$ cat config.mk
export PLATFORM = sky130hd
export DESIGN_NAME = wdt_top
export DESIGN_NICKNAME = d
export VERILOG_FILES = /design/src/rtl/wdt_pkg.sv /design/src/rtl/wdt_counter.sv /design/src/rtl/wdt_osc_tick.sv /design/src/rtl/wdt_top.sv
export SDC_FILE = /design/constraint.sdc
export NUM_CORES = 1
export LEC_CHECK = 0
export ABC_AREA = 1
export BUFFER_PORTS_ARGS = -buffer_cell sky130_fd_sc_hd__buf_2
export CORE_MARGIN = 2
export CORE_UTILIZATION = 40
export CTS_BUF_LIST = sky130_fd_sc_hd__clkbuf_8
export DETAILED_ROUTE_END_ITERATION = 8
export HOLD_SLACK_MARGIN = 0.08
export PLACE_DENSITY = 0.69
export SYNTH_ARGS = -nofsm -noshare
export SYNTH_HDL_FRONTEND = slang
export SYNTH_SLANG_ARGS = --single-unit
$ cat constraint.sdc
create_clock -name pclk -period 5.2 [get_ports pclk]
set_input_delay 1.56 -clock pclk [delete_from_list [all_inputs] [get_ports pclk]]
set_output_delay 1.56 -clock pclk [all_outputs]
set_load 0.03 [all_outputs]
$ cat src/rtl/wdt_pkg.sv
//==========================================================================
// Behaviour
// - period select sets nominal timeout from 1 ms up to 256 s
// - after any reset period select gives the 2 s nominal timeout
// - counter clears on reset, oscillator failure and when disabled
// - clear instruction clears counter and prescaler without any reset
// - counter is cleared at the moment of sleep entry
// - enabled in sleep, counter restarts from zero and keeps running
// - counter is cleared again on sleep exit while still asleep; after a watchdog wake it restarts from zero at expiry
// - expiry during sleep never requests a reset
// - expiry during sleep raises a wake request instead
// - watchdog events update timeout and power-down status flags
// - prescale ratio is two to the power of select plus five
// - select codes 10011 and above act as the minimum 1:32 ratio
// - control bits 7-6 read zero, select in 5-1, enable in bit 0
// - counting runs on a time base from the low-frequency oscillator
// - expiry while awake and not cleared requests a device reset
// - in mode 01 the soft enable decides; otherwise it is ignored
// - mode 11 always on, 10 off in sleep, 00 always off
//==========================================================================
package wdt_pkg;

   // ======================================================================
   // register map
   localparam logic [7:0] ADDR_CONTROL  = 8'h00;
   localparam logic [7:0] ADDR_STATUS   = 8'h04;
   localparam logic [7:0] ADDR_IRQ_EN   = 8'h08;
   localparam logic [7:0] ADDR_IRQ_CLR  = 8'h0c;
   localparam logic [7:0] ADDR_COUNT    = 8'h10;

   // ======================================================================
   // control fields
   localparam int          CTL_EN_BIT    = 0;
   localparam int          CTL_PS_LSB    = 1;
   localparam int          CTL_PS_MSB    = 5;
   localparam logic [4:0]  PS_RESET      = 5'h0b;
   localparam logic [4:0]  PS_MAX_VALID  = 5'h12;
   localparam int          PS_EXP_OFFSET = 5;
   localparam int          PS_EXP_MIN    = 5;
   localparam logic [7:0]  CTL_RESET     = 8'h16;

   // ======================================================================
   // status / interrupt bits
   localparam int          ST_TIMEOUT    = 0;
   localparam int          ST_POWERDOWN  = 1;
   localparam int          ST_EXPIRE     = 2;
   localparam int          IRQ_BITS      = 3;

   // ======================================================================
   // time base: one tick per low_freq_osc period (31 kHz nominal)
   localparam int          CLK_KHZ       = 200000;
   localparam int          OSC_KHZ       = 31;
   localparam int          OSC_DIV       = CLK_KHZ / OSC_KHZ;
   localparam int          CNT_W         = 24;

   typedef enum logic [1:0] {
      WDT_MODE_OFF   = 2'b00,
      WDT_MODE_SOFT  = 2'b01,
      WDT_MODE_NOSLP = 2'b10,
      WDT_MODE_ON    = 2'b11
   } wdt_mode_e;

   typedef enum logic [2:0] {
      WDT_AWAKE  = 3'b001,
      WDT_ASLEEP = 3'b010,
      WDT_WAKING = 3'b100
   } wdt_state_e;

   typedef struct packed {
      logic sleep_enter;
      logic sleep_exit;
      logic clear_instr;
      logic osc_fail;
   } wdt_core_ev_s;

endpackage

$ cat src/rtl/wdt_counter.sv
`timescale 1ns/10ps
// ==========================================================================
// prescaled watchdog counter with ratio decode
module wdt_counter (
   input  wire logic       pclk,
   input  wire logic       presetn,
   input  wire logic       tick,
   input  wire logic       run,
   input  wire logic       clr,
   input  wire logic [4:0] sel,
   output logic            expire,
   output logic [23:0]     count
);
   // exponent of ratio; reserved codes fold to the minimum
   wire logic       sel_ok = (sel <= wdt_pkg::PS_MAX_VALID);
   wire logic [4:0] expo   = sel_ok ? 5'(sel + 5'(wdt_pkg::PS_EXP_OFFSET))
                                    : 5'(wdt_pkg::PS_EXP_MIN);
   wire logic [23:0] last  = 24'((25'h1 << expo) - 25'h1);
   wire logic        hit   = run && tick && (count >= last);

   always_ff @(posedge pclk or negedge presetn) begin
      if (!presetn) begin
         count  <= 24'h000000;
         expire <= 1'b0;
      end else begin
         expire <= hit;
         if (clr || !run || hit)
            count <= 24'h000000;
         else if (tick)
            count <= count + 24'h000001;
      end
   end
endmodule

$ cat src/rtl/wdt_osc_tick.sv
`timescale 1ns/10ps
// ==========================================================================
// low-frequency tick generator, free running from reset
module wdt_osc_tick (
   input  wire logic pclk,
   input  wire logic presetn,
   output logic      tick
);
   logic [15:0] div;
   wire         wrap = (div == 16'(wdt_pkg::OSC_DIV - 1));

   always_ff @(posedge pclk or negedge presetn) begin
      if (!presetn) begin
         div  <= 16'h0000;
         tick <= 1'b0;
      end else begin
         div  <= wrap ? 16'h0000 : div + 16'h0001;
         tick <= wrap;
      end
   end
endmodule

$ cat src/rtl/wdt_top.sv
// Decided for this implementation: register access over APB and the register addresses.
`timescale 1ns/10ps
// ==========================================================================
// watchdog with sleep control, APB register slave
module wdt_top (
   input  wire logic        pclk,
   input  wire logic        presetn,
   input  wire logic        psel,
   input  wire logic        penable,
   input  wire logic        pwrite,
   input  wire logic [7:0]  paddr,
   input  wire logic [31:0] pwdata,
   output logic [31:0]      prdata,
   output logic             pready,
   output logic             pslverr,
   input  wire logic [1:0]  config_enable_mode,
   input  wire logic        sleep_enter,
   input  wire logic        sleep_exit,
   input  wire logic        watchdog_clear_instruction,
   input  wire logic        osc_fail,
   output logic            reset_req,
   output logic            wake_req,
   output logic            timeout_flag,
   output logic            powerdown_flag,
   output logic            irq
);
   // =======================================================================
   // core events
   wdt_pkg::wdt_core_ev_s ev;
   assign ev.sleep_enter = sleep_enter;
   assign ev.sleep_exit  = sleep_exit;
   assign ev.clear_instr = watchdog_clear_instruction;
   assign ev.osc_fail    = osc_fail;

   // =======================================================================
   // registers
   logic [7:0]                  watchdog_control;
   logic [wdt_pkg::IRQ_BITS-1:0] irq_status;
   logic [wdt_pkg::IRQ_BITS-1:0] irq_enable;
   wdt_pkg::wdt_state_e         state;
   wdt_pkg::wdt_state_e         next_state;

   wire logic        soft_enable_bit = watchdog_control[wdt_pkg::CTL_EN_BIT];
   wire logic [4:0]  period_select   =
      watchdog_control[wdt_pkg::CTL_PS_MSB:wdt_pkg::CTL_PS_LSB];
   wire logic        asleep = (state == wdt_pkg::WDT_ASLEEP);

   // =======================================================================
   // operating mode decode
   wire logic mode_on    = (config_enable_mode == wdt_pkg::WDT_MODE_ON);
   wire logic mode_nslp  = (config_enable_mode == wdt_pkg::WDT_MODE_NOSLP);
   wire logic mode_soft  = (config_enable_mode == wdt_pkg::WDT_MODE_SOFT);
   wire logic run = mode_on
                  | (mode_nslp & ~asleep)
                  | (mode_soft & soft_enable_bit);

   // clears come in synchronous to pclk, which is the tick domain as well,
   // and clr_q stretches each event pulse into a clear two cycles long
   wire logic clr = ev.clear_instr
                  | ev.osc_fail
                  | (ev.sleep_enter & ~asleep)
                  | (ev.sleep_exit & asleep);
   logic      clr_q;
   always_ff @(posedge pclk or negedge presetn) begin
      if (!presetn)
         clr_q <= 1'b0;
      else
         clr_q <= clr;
   end

   // =======================================================================
   // counter
   logic        tick;
   logic        expire;
   logic [23:0] count;

   wdt_osc_tick u_tick (
      .pclk    (pclk),
      .presetn (presetn),
      .tick    (tick)
   );

   wdt_counter u_cnt (
      .pclk    (pclk),
      .presetn (presetn),
      .tick    (tick),
      .run     (run),
      .clr     (clr | clr_q),
      .sel     (period_select),
      .expire  (expire),
      .count   (count)
   );

   // =======================================================================
   // sleep state
   always_comb begin
      next_state = state;
      case (state)
         wdt_pkg::WDT_AWAKE: begin
            if (ev.sleep_enter)
               next_state = wdt_pkg::WDT_ASLEEP;
         end
         wdt_pkg::WDT_ASLEEP: begin
            if (ev.sleep_exit || expire)
               next_state = wdt_pkg::WDT_WAKING;
         end
         wdt_pkg::WDT_WAKING: begin
            next_state = wdt_pkg::WDT_AWAKE;
         end
         default: begin
            next_state = wdt_pkg::WDT_AWAKE;
         end
      endcase
   end

   wire logic exp_awake = expire & ~asleep;
   wire logic exp_sleep = expire & asleep;

   // =======================================================================
   // status flags and core requests
   always_ff @(posedge pclk or negedge presetn) begin
      if (!presetn) begin
         state          <= wdt_pkg::WDT_AWAKE;
         reset_req      <= 1'b0;
         wake_req       <= 1'b0;
         timeout_flag   <= 1'b1;
         powerdown_flag <= 1'b1;
      end else begin
         state     <= next_state;
         reset_req <= exp_awake;
         wake_req  <= exp_sleep;
         if (expire)
            timeout_flag <= 1'b0;
         else if (ev.clear_instr || ev.sleep_enter)
            timeout_flag <= 1'b1;
         if (ev.sleep_enter)
            powerdown_flag <= 1'b0;
         else if (ev.clear_instr || exp_awake)
            powerdown_flag <= 1'b1;
      end
   end

   // =======================================================================
   // APB decode
   wire logic acc     = psel & penable;
   wire logic wr      = acc & pwrite;
   wire logic hit_ctl = (paddr == wdt_pkg::ADDR_CONTROL);
   wire logic hit_st  = (paddr == wdt_pkg::ADDR_STATUS);
   wire logic hit_en  = (paddr == wdt_pkg::ADDR_IRQ_EN);
   wire logic hit_clr = (paddr == wdt_pkg::ADDR_IRQ_CLR);
   wire logic hit_cnt = (paddr == wdt_pkg::ADDR_COUNT);
   wire logic mapped  = hit_ctl | hit_st | hit_en | hit_clr | hit_cnt;

   wire logic [wdt_pkg::IRQ_BITS-1:0] ev_set = {expire, ev.sleep_enter,
                                                exp_sleep};
   wire logic [wdt_pkg::IRQ_BITS-1:0] ev_clr =
      (wr & hit_clr) ? pwdata[wdt_pkg::IRQ_BITS-1:0] : '0;

   wire logic [31:0] rd_mux =
        hit_ctl ? {24'h000000, 2'b00, watchdog_control[5:0]}
      : hit_st  ? {27'h0000000, irq_status, powerdown_flag, timeout_flag}
      : hit_en  ? {29'h00000000, irq_enable}
      : hit_cnt ? {8'h00, count}
      : 32'h00000000;

   // =======================================================================
   // register write and read
   always_ff @(posedge pclk or negedge presetn) begin
      if (!presetn) begin
         watchdog_control <= wdt_pkg::CTL_RESET;
         irq_enable       <= '0;
      end else if (wr && hit_ctl) begin
         watchdog_control <= {2'b00, pwdata[5:0]};
      end else if (wr && hit_en) begin
         irq_enable <= pwdata[wdt_pkg::IRQ_BITS-1:0];
      end
   end

   // set wins over a simultaneous clear
   always_ff @(posedge pclk or negedge presetn) begin
      if (!presetn)
         irq_status <= '0;
      else
         irq_status <= (irq_status & ~ev_clr) | ev_set;
   end

   always_ff @(posedge pclk or negedge presetn) begin
      if (!presetn) begin
         prdata  <= 32'h00000000;
         pready  <= 1'b0;
         pslverr <= 1'b0;
         irq     <= 1'b0;
      end else begin
         pready  <= psel & ~penable;
         pslverr <= psel & ~penable & ~mapped;
         prdata  <= (psel & ~penable & ~pwrite) ? rd_mux : 32'h00000000;
         irq     <= |(irq_status & irq_enable);
      end
   end
endmodule
# After elaboration in Yosys (flattened, before gate mapping)

Cells that the tools add are included.
W data, S select, Z words.

Input port bits: 51
Register bits after elaboration: 89
Logic and storage cells: 101
Output and inout port bits: 39

$add $sub $neg: 4
Eq/ne operators: 12
Shift operators: 1
Muxes and demuxes: 17
Reductions and logical operators: 17
Magnitude comparators: 2
Bitwise gates (word level): 31

Operators by type and width:

| cell                    | number |
|---|---|
| $mux W24                | 7 |
| $add A24 B1 Y24 const B | 1 |
| $ge A24 B24 Y1          | 1 |
| $shl A1 B5 Y24 const A  | 1 |
| $sub A24 B1 Y24 const B | 1 |
| $add A16 B1 Y16 const B | 1 |
| $eq A16 B13 Y1 const B  | 1 |
| $eq A8 B4 Y1 const B    | 2 |
| $mux W16                | 1 |
| $and A1 B1 Y1           | 12 |
| $or A1 B1 Y1            | 10 |
| $mux W3                 | 3 |
| $eq A8 B3 Y1 const B    | 1 |
| $eq A8 B5 Y1 const B    | 1 |
| $logic_not A8 Y1        | 1 |
| $and A3 B3 Y3           | 2 |
| $pmux W3 S2             | 1 |
| $reduce_bool A2 Y1      | 3 |
| $add A5 B3 Y5 const B   | 1 |
| $le A5 B5 Y1 const B    | 1 |
| $logic_or A1 B1 Y1      | 5 |
| $mux W5                 | 1 |
| $not A1 Y1              | 5 |
| $eq A2 B2 Y1 const B    | 2 |
| other kinds (12)        | 19 |

# Longest topological paths before layout

Depth in word-level cells: 9
Depth in mapped cells: 31
Gate-level depth less buffers: 28

# Modules after synthesis

Synthesis repeated with hierarchy kept, for this count alone.

Cell total of the unflattened synthesis: 770
Area, all modules: 5875.6 um^2

By module, submodules not included:

| module       | area an instance (um^2) | cells each | times used | seq. area each (um^2) |
|---|---|---|---|---|
| wdt_counter  | 2707.6                  | 392        | 1          | 625.6 |
| wdt_top      | 2223.4                  | 248        | 1          | 1183.6 |
| wdt_osc_tick | 944.7                   | 130        | 1          | 425.4 |

# Worst setup path after synthesis

OpenSTA, ideal clock, no wires.

Path kind: register to register
Start: register watchdog_control[1]
End: register u_cnt.count[0]
Path slack: 1.298 ns
Path buffers: 3
Data required time: 5.069 ns
Stages on the path, launching flop included: 31
Period minus slack after synthesis: 3.902 ns
Setup time: 0.131 ns
Arrival: 3.771 ns
Path through: dfstp_2 buf_2 inv_1 ha_1 inv_1 nand2_1 nand2_2 nand2_4 buf_8 nand4_4 inv_2 nand2_1 nor2_1 inv_1 ha_1 inv_1 nor2_2 nand3_1 o21ai_1 nand2_1 ha_1 nand4_1 inv_1 nand2_1 nor4_1 nand2_1 nand2_1 nand2_1 nand2_1 clkbuf_1 nor2_1

Word-level cells in the longest chain between the ends: 8
Elaborated cells on any way between the ends: 10
Classes of those cells: 2 x add/sub; 2 x order compare; 1 x shift; 2 x mux; 3 x reduce/logical

RTL lines:

| what                                           | RTL line                             | source |
|---|---|---|
| start: declaration                             | wdt_top.sv:37                        | `logic [7:0] watchdog_control;` |
| start signal: assignment                       | wdt_top.sv:170                       | `watchdog_control <= wdt_pkg::CTL_RESET;` |
| start signal: assignment                       | wdt_top.sv:173                       | `watchdog_control <= {2'b00, pwdata[5:0]};` |
| $add A5 B3 Y5 or $le A5 B5 Y1 (tied branches)  | wdt_counter.sv:16, wdt_counter.sv:15 |  |
| $mux W5 (*)                                    | wdt_counter.sv:16                    | `wire logic [4:0] expo = sel_ok ? 5'(sel + 5'(wdt_pkg::PS_EXP_OFFSET))` |
| $shl A1 B5 Y24 (*)                             | wdt_counter.sv:18                    | `wire logic [23:0] last = 24'((25'h1 << expo) - 25'h1);` |
| $sub A24 B1 Y24 (*)                            | wdt_counter.sv:18                    |  |
| $ge A24 B24 Y1 (*)                             | wdt_counter.sv:19                    | `wire logic hit = run && tick && (count >= last);` |
| $logic_and A1 B1 Y1 (*)                        | wdt_counter.sv:19                    |  |
| $logic_or A1 B1 Y1 (*)                         | wdt_counter.sv:27                    | `if (clr \|\| !run \|\| hit)` |
| $mux W24 or $reduce_bool A2 Y1 (tied branches) | --                                   |  |
| end signal: assignment                         | wdt_counter.sv:30                    | `count <= count + 24'h000001;` |
| end: declaration                               | wdt_counter.sv:12                    | `output logic [23:0] count` |

Mark *: on every way between the ends. The rest lies on a longest branch, timed or not.
A chain may end at the register's enable or synchronous reset.

# Final worst setup path

Start: register watchdog_control[1]
End: register u_cnt.count[3]

Same word-level chain as after synthesis.

==> metrics.log <==
[metrics] result of the run: completed
[metrics] critical register-to-register path startpoint: watchdog_control[1]
[metrics] largest net degree at the start of global routing: 58
[metrics] leakage power: around 2.9 nW
[metrics] Synthesis Warnings: 0
[metrics] number of clock buffers inserted by TritonCTS: 9
[metrics] most frequently used flop master after synthesis: sky130_fd_sc_hd__dfrtp_1
[metrics] IO Port Bufs: 55
[metrics] via count of the first global-routing pass: ~4300
[metrics] Critical Path Start: watchdog_control[1]
[metrics] max_cap viols: 0
[metrics] GRT met3 Usage: 3.853%
[metrics] Cells after Synth: a little under 700
[metrics] vias per cell: 4.865
[metrics] crit path capture type: flop
[metrics] first-pass GRT wire length: 19.71 mm
[metrics] worst endpoint required time: approximately 5.4 ns
[metrics] initial cell density of the core: 41.19%
[metrics] buffer count from post-CTS setup fixing: 0
[metrics] setup repair after global routing missed its margin: false
[metrics] class of the tightest hold or removal check: flop to flop
[metrics] clock transition at the register clock pins on the worst setup and hold paths after CTS: 0.09 ns
[metrics] Chip Width: 121.0 um
[metrics] Max Slew Vio Count: 0
[metrics] number of nets in the final layout: 814
[metrics] final number of setup-violating endpoints: 0
[metrics] Least-Margin Pin Slew: 0.8874 ns
[metrics] clock skew after layout: 0.005485 ns
[metrics] number of top-level pins: 90
[metrics] total number of placement rows: 42
[metrics] Crit Path Max Fanout: 21
[metrics] Bufs on Longest Clock Path: 2
[metrics] DRC viols: 0
[metrics] area share of the leading cell type in the synthesized netlist: a little under two fifths
[metrics] GRT busiest layer: met2
[metrics] highest-count cells in the layout ignoring fill and taps: sky130_fd_sc_hd__nand2_1, sky130_fd_sc_hd__nor2_1, sky130_fd_sc_hd__inv_1
[metrics] core area: about 13000 um^2
[metrics] PnR Total Power: 1.397 mW
[metrics] post-synthesis cell type count: 48
[metrics] number of flops mapped to enable cells by yosys: 0
[metrics] final critical-path required period: 4.442 ns
[metrics] placer congestion estimate: 0.8920
[metrics] drt wl/cell: 12.33 um
[metrics] cell count of the worst reg-to-reg path: 28
[metrics] Critical Path Most Common Cell: sky130_fd_sc_hd__nand2_1
[metrics] antenna-violating nets left: 0
[metrics] average size of a mapped cell: 8.089 um^2
[metrics] layout overhead on the synthesized area: 11.47%
[metrics] fraction of the cycle the final worst path needs: 85.42%
[metrics] most area-hungry cell type in the Yosys netlist: sky130_fd_sc_hd__dfrtp_1
[metrics] HPWL Detailed: 8.622 mm
[metrics] total power divided by cell area: 228.8 nW/um^2
[metrics] count of endpoints failing hold in the final timing report: 0
[metrics] R2R setup slack: 0.76 ns
[metrics] Global Route met1 Usage: between 20% and 30%
[metrics] Fin Hold WS: 0.4809 ns
[metrics] clock latency at the later pin of the worst-skew pair: 0.36 ns
[metrics] slew margin rel.: between 40% and 50%
[metrics] number of storage elements in the synthesis netlist: 89
[metrics] buffer cell driving the clock tree root: sky130_fd_sc_hd__clkbuf_8
[metrics] most frequent standard cell in the layout excluding fill and tap cells: sky130_fd_sc_hd__nand2_1
[metrics] largest cells by area after synthesis: sky130_fd_sc_hd__dfrtp_1, sky130_fd_sc_hd__nand2_1, sky130_fd_sc_hd__nor2_1
[metrics] Total Negative Setup Slacks: 0 ns
[metrics] all-layer global routing usage: 16.58%
[metrics] upper clock frequency limit: 225.1 MHz
[metrics] clock tree from TritonCTS: done
[metrics] worst reg2reg path endpoint: u_cnt.count[3]
[metrics] capturing instance or port of the critical path: u_cnt.count[3]
[metrics] CP startpoint kind: flop
[metrics] max incr delay on CP: 0.71 ns
[metrics] share of cells above drive strength 1: 17.07%
[metrics] post-cts gate resize count: 0
[metrics] initial drt markers: 300
[metrics] share of synthesized flip-flops with an asynchronous set or reset: 100.0%
[metrics] routed via count: 4447
[metrics] master of the slowest instance on the critical path: sky130_fd_sc_hd__dfstp_2
[metrics] total wire length after detailed routing: 11.27 mm
[metrics] data arrival time of the critical path: 4.69 ns
[metrics] full die area: 14640 um^2
[metrics] vertical die dimension: 121.0 um
[metrics] H-tree levels: 3
[metrics] drt pass-1 iters: 5
[metrics] critical path class: flop to flop
[metrics] initial antenna violation count: 0
[metrics] netlist area before placement: 5477 um^2
[metrics] quantity of hold-fixing buffers added after cts: 0
[metrics] grt total ovfl: 0
[metrics] Max IR drop VDD: 0.0001429 V
[metrics] antenna fix cells: 0
[metrics] GRT met2 Usage: 26.51%
[metrics] sequential element share of the synthesized area: approximately two fifths
[metrics] total number of clock tree sinks: 89
## worst min path at each step
| stage | from | endpoint | slack, ns | depth (start not counted) |
|---|---|---|---|---|
| floorplan | u_cnt.expire | timeout_flag | 0.42 | 1 |
| global placement | u_cnt.expire | timeout_flag | 0.47 | 1 |
| detailed placement | u_tick.div[15] | u_tick.div[15] | 0.48 | 1 |
| CTS | u_cnt.expire | timeout_flag | 0.49 | 1 |
| global route | u_tick.div[15] | u_tick.div[15] | 0.51 | 1 |
| finish | u_tick.div[15] | u_tick.div[15] | 0.48 | 1 |
## per-stage QoR
step | util, % | cells | worst slack [ns] | area (um^2)
finish | 45.92 | 914 | 0.7582 | 6105
global route | 45.92 | 914 | 0.3279 | 6105
CTS | 45.92 | 914 | 0.7061 | 6105
detailed placement | 44.25 | 898 | 0.7386 | 5883
global placement | 44.25 | 898 | 0.7475 | 5883
floorplan | - | 684 | 1.298 | 5503
## synthesized netlist by cell type, types with 8 or more instances
cell,number
sky130_fd_sc_hd__a21oi_1,27
sky130_fd_sc_hd__buf_4,9
sky130_fd_sc_hd__dfrtp_1,83
sky130_fd_sc_hd__ha_1,30
sky130_fd_sc_hd__inv_1,83
sky130_fd_sc_hd__nand2_1,121
sky130_fd_sc_hd__nand2_2,9
sky130_fd_sc_hd__nand3_1,30
sky130_fd_sc_hd__nand4_1,17
sky130_fd_sc_hd__nor2_1,103
sky130_fd_sc_hd__nor2_2,8
sky130_fd_sc_hd__nor3_1,12
sky130_fd_sc_hd__nor4_1,10
sky130_fd_sc_hd__o21ai_0,21
sky130_fd_sc_hd__xor2_1,30
## registers in the layout, indices dropped and copies added, names as in the netlist
register          count
clr_q                 1
irq                   1
irq_enable            3
irq_status            3
powerdown_flag        1
prdata               24
pready                1
pslverr               1
reset_req             1
state                 3
timeout_flag          1
u_cnt.count          24
u_cnt.expire          1
u_tick.div           16
u_tick.tick           1
wake_req              1
watchdog_control      6
## layer usage
metal  share of wire, %  wire length (um)
met1                 49              5567
met2                 44              4945
met3                5.7               638
met5                  0                 0
met4                1.1               120
## worst max-delay path: cells and delay by family (launching register included)
family / cells / cell delay, ns
simple gates: 18 / 1.94
buf+inv: 7 / 0.90
fa+ha+maj: 3 / 0.75
flops: 1 / 0.71
## cells by family after synthesis
kind of cell | Yosys count | share of synthesized area (%)
DFF | 89 | 40.80
adders and majority gates | 30 | 6.854
AOI/OAI and AO/OA | 66 | 6.808
buffers and inverters | 109 | 8.590
and+or+nand+nor | 343 | 30.57
muxes | 2 | 0.3884
xor gates and xnor gates | 37 | 5.917
other | 1 | 0.06847
## layout make-up
class	instances	area (um^2)
Clock buffer	10	137.6
Clock inverter	6	83.83
Fill cell	1326	7191
Inverter	90	337.8
Multi-Input combinational cell	486	2798
Sequential cell	89	2235
Tap cell	176	220.2
Timing Repair Buffer	57	292.8
## power breakdown
group | total, mW | switching [mW] | leakage, nW | internal, mW
clock network | 0.527 | 0.246 | 0.115 | 0.281
registers | 0.719 | 0.00912 | 1.17 | 0.710
logic | 0.151 | 0.103 | 1.62 | 0.0479
total | 1.40 | 0.357 | 2.90 | 1.04
(Power assumes the default switching activity.)
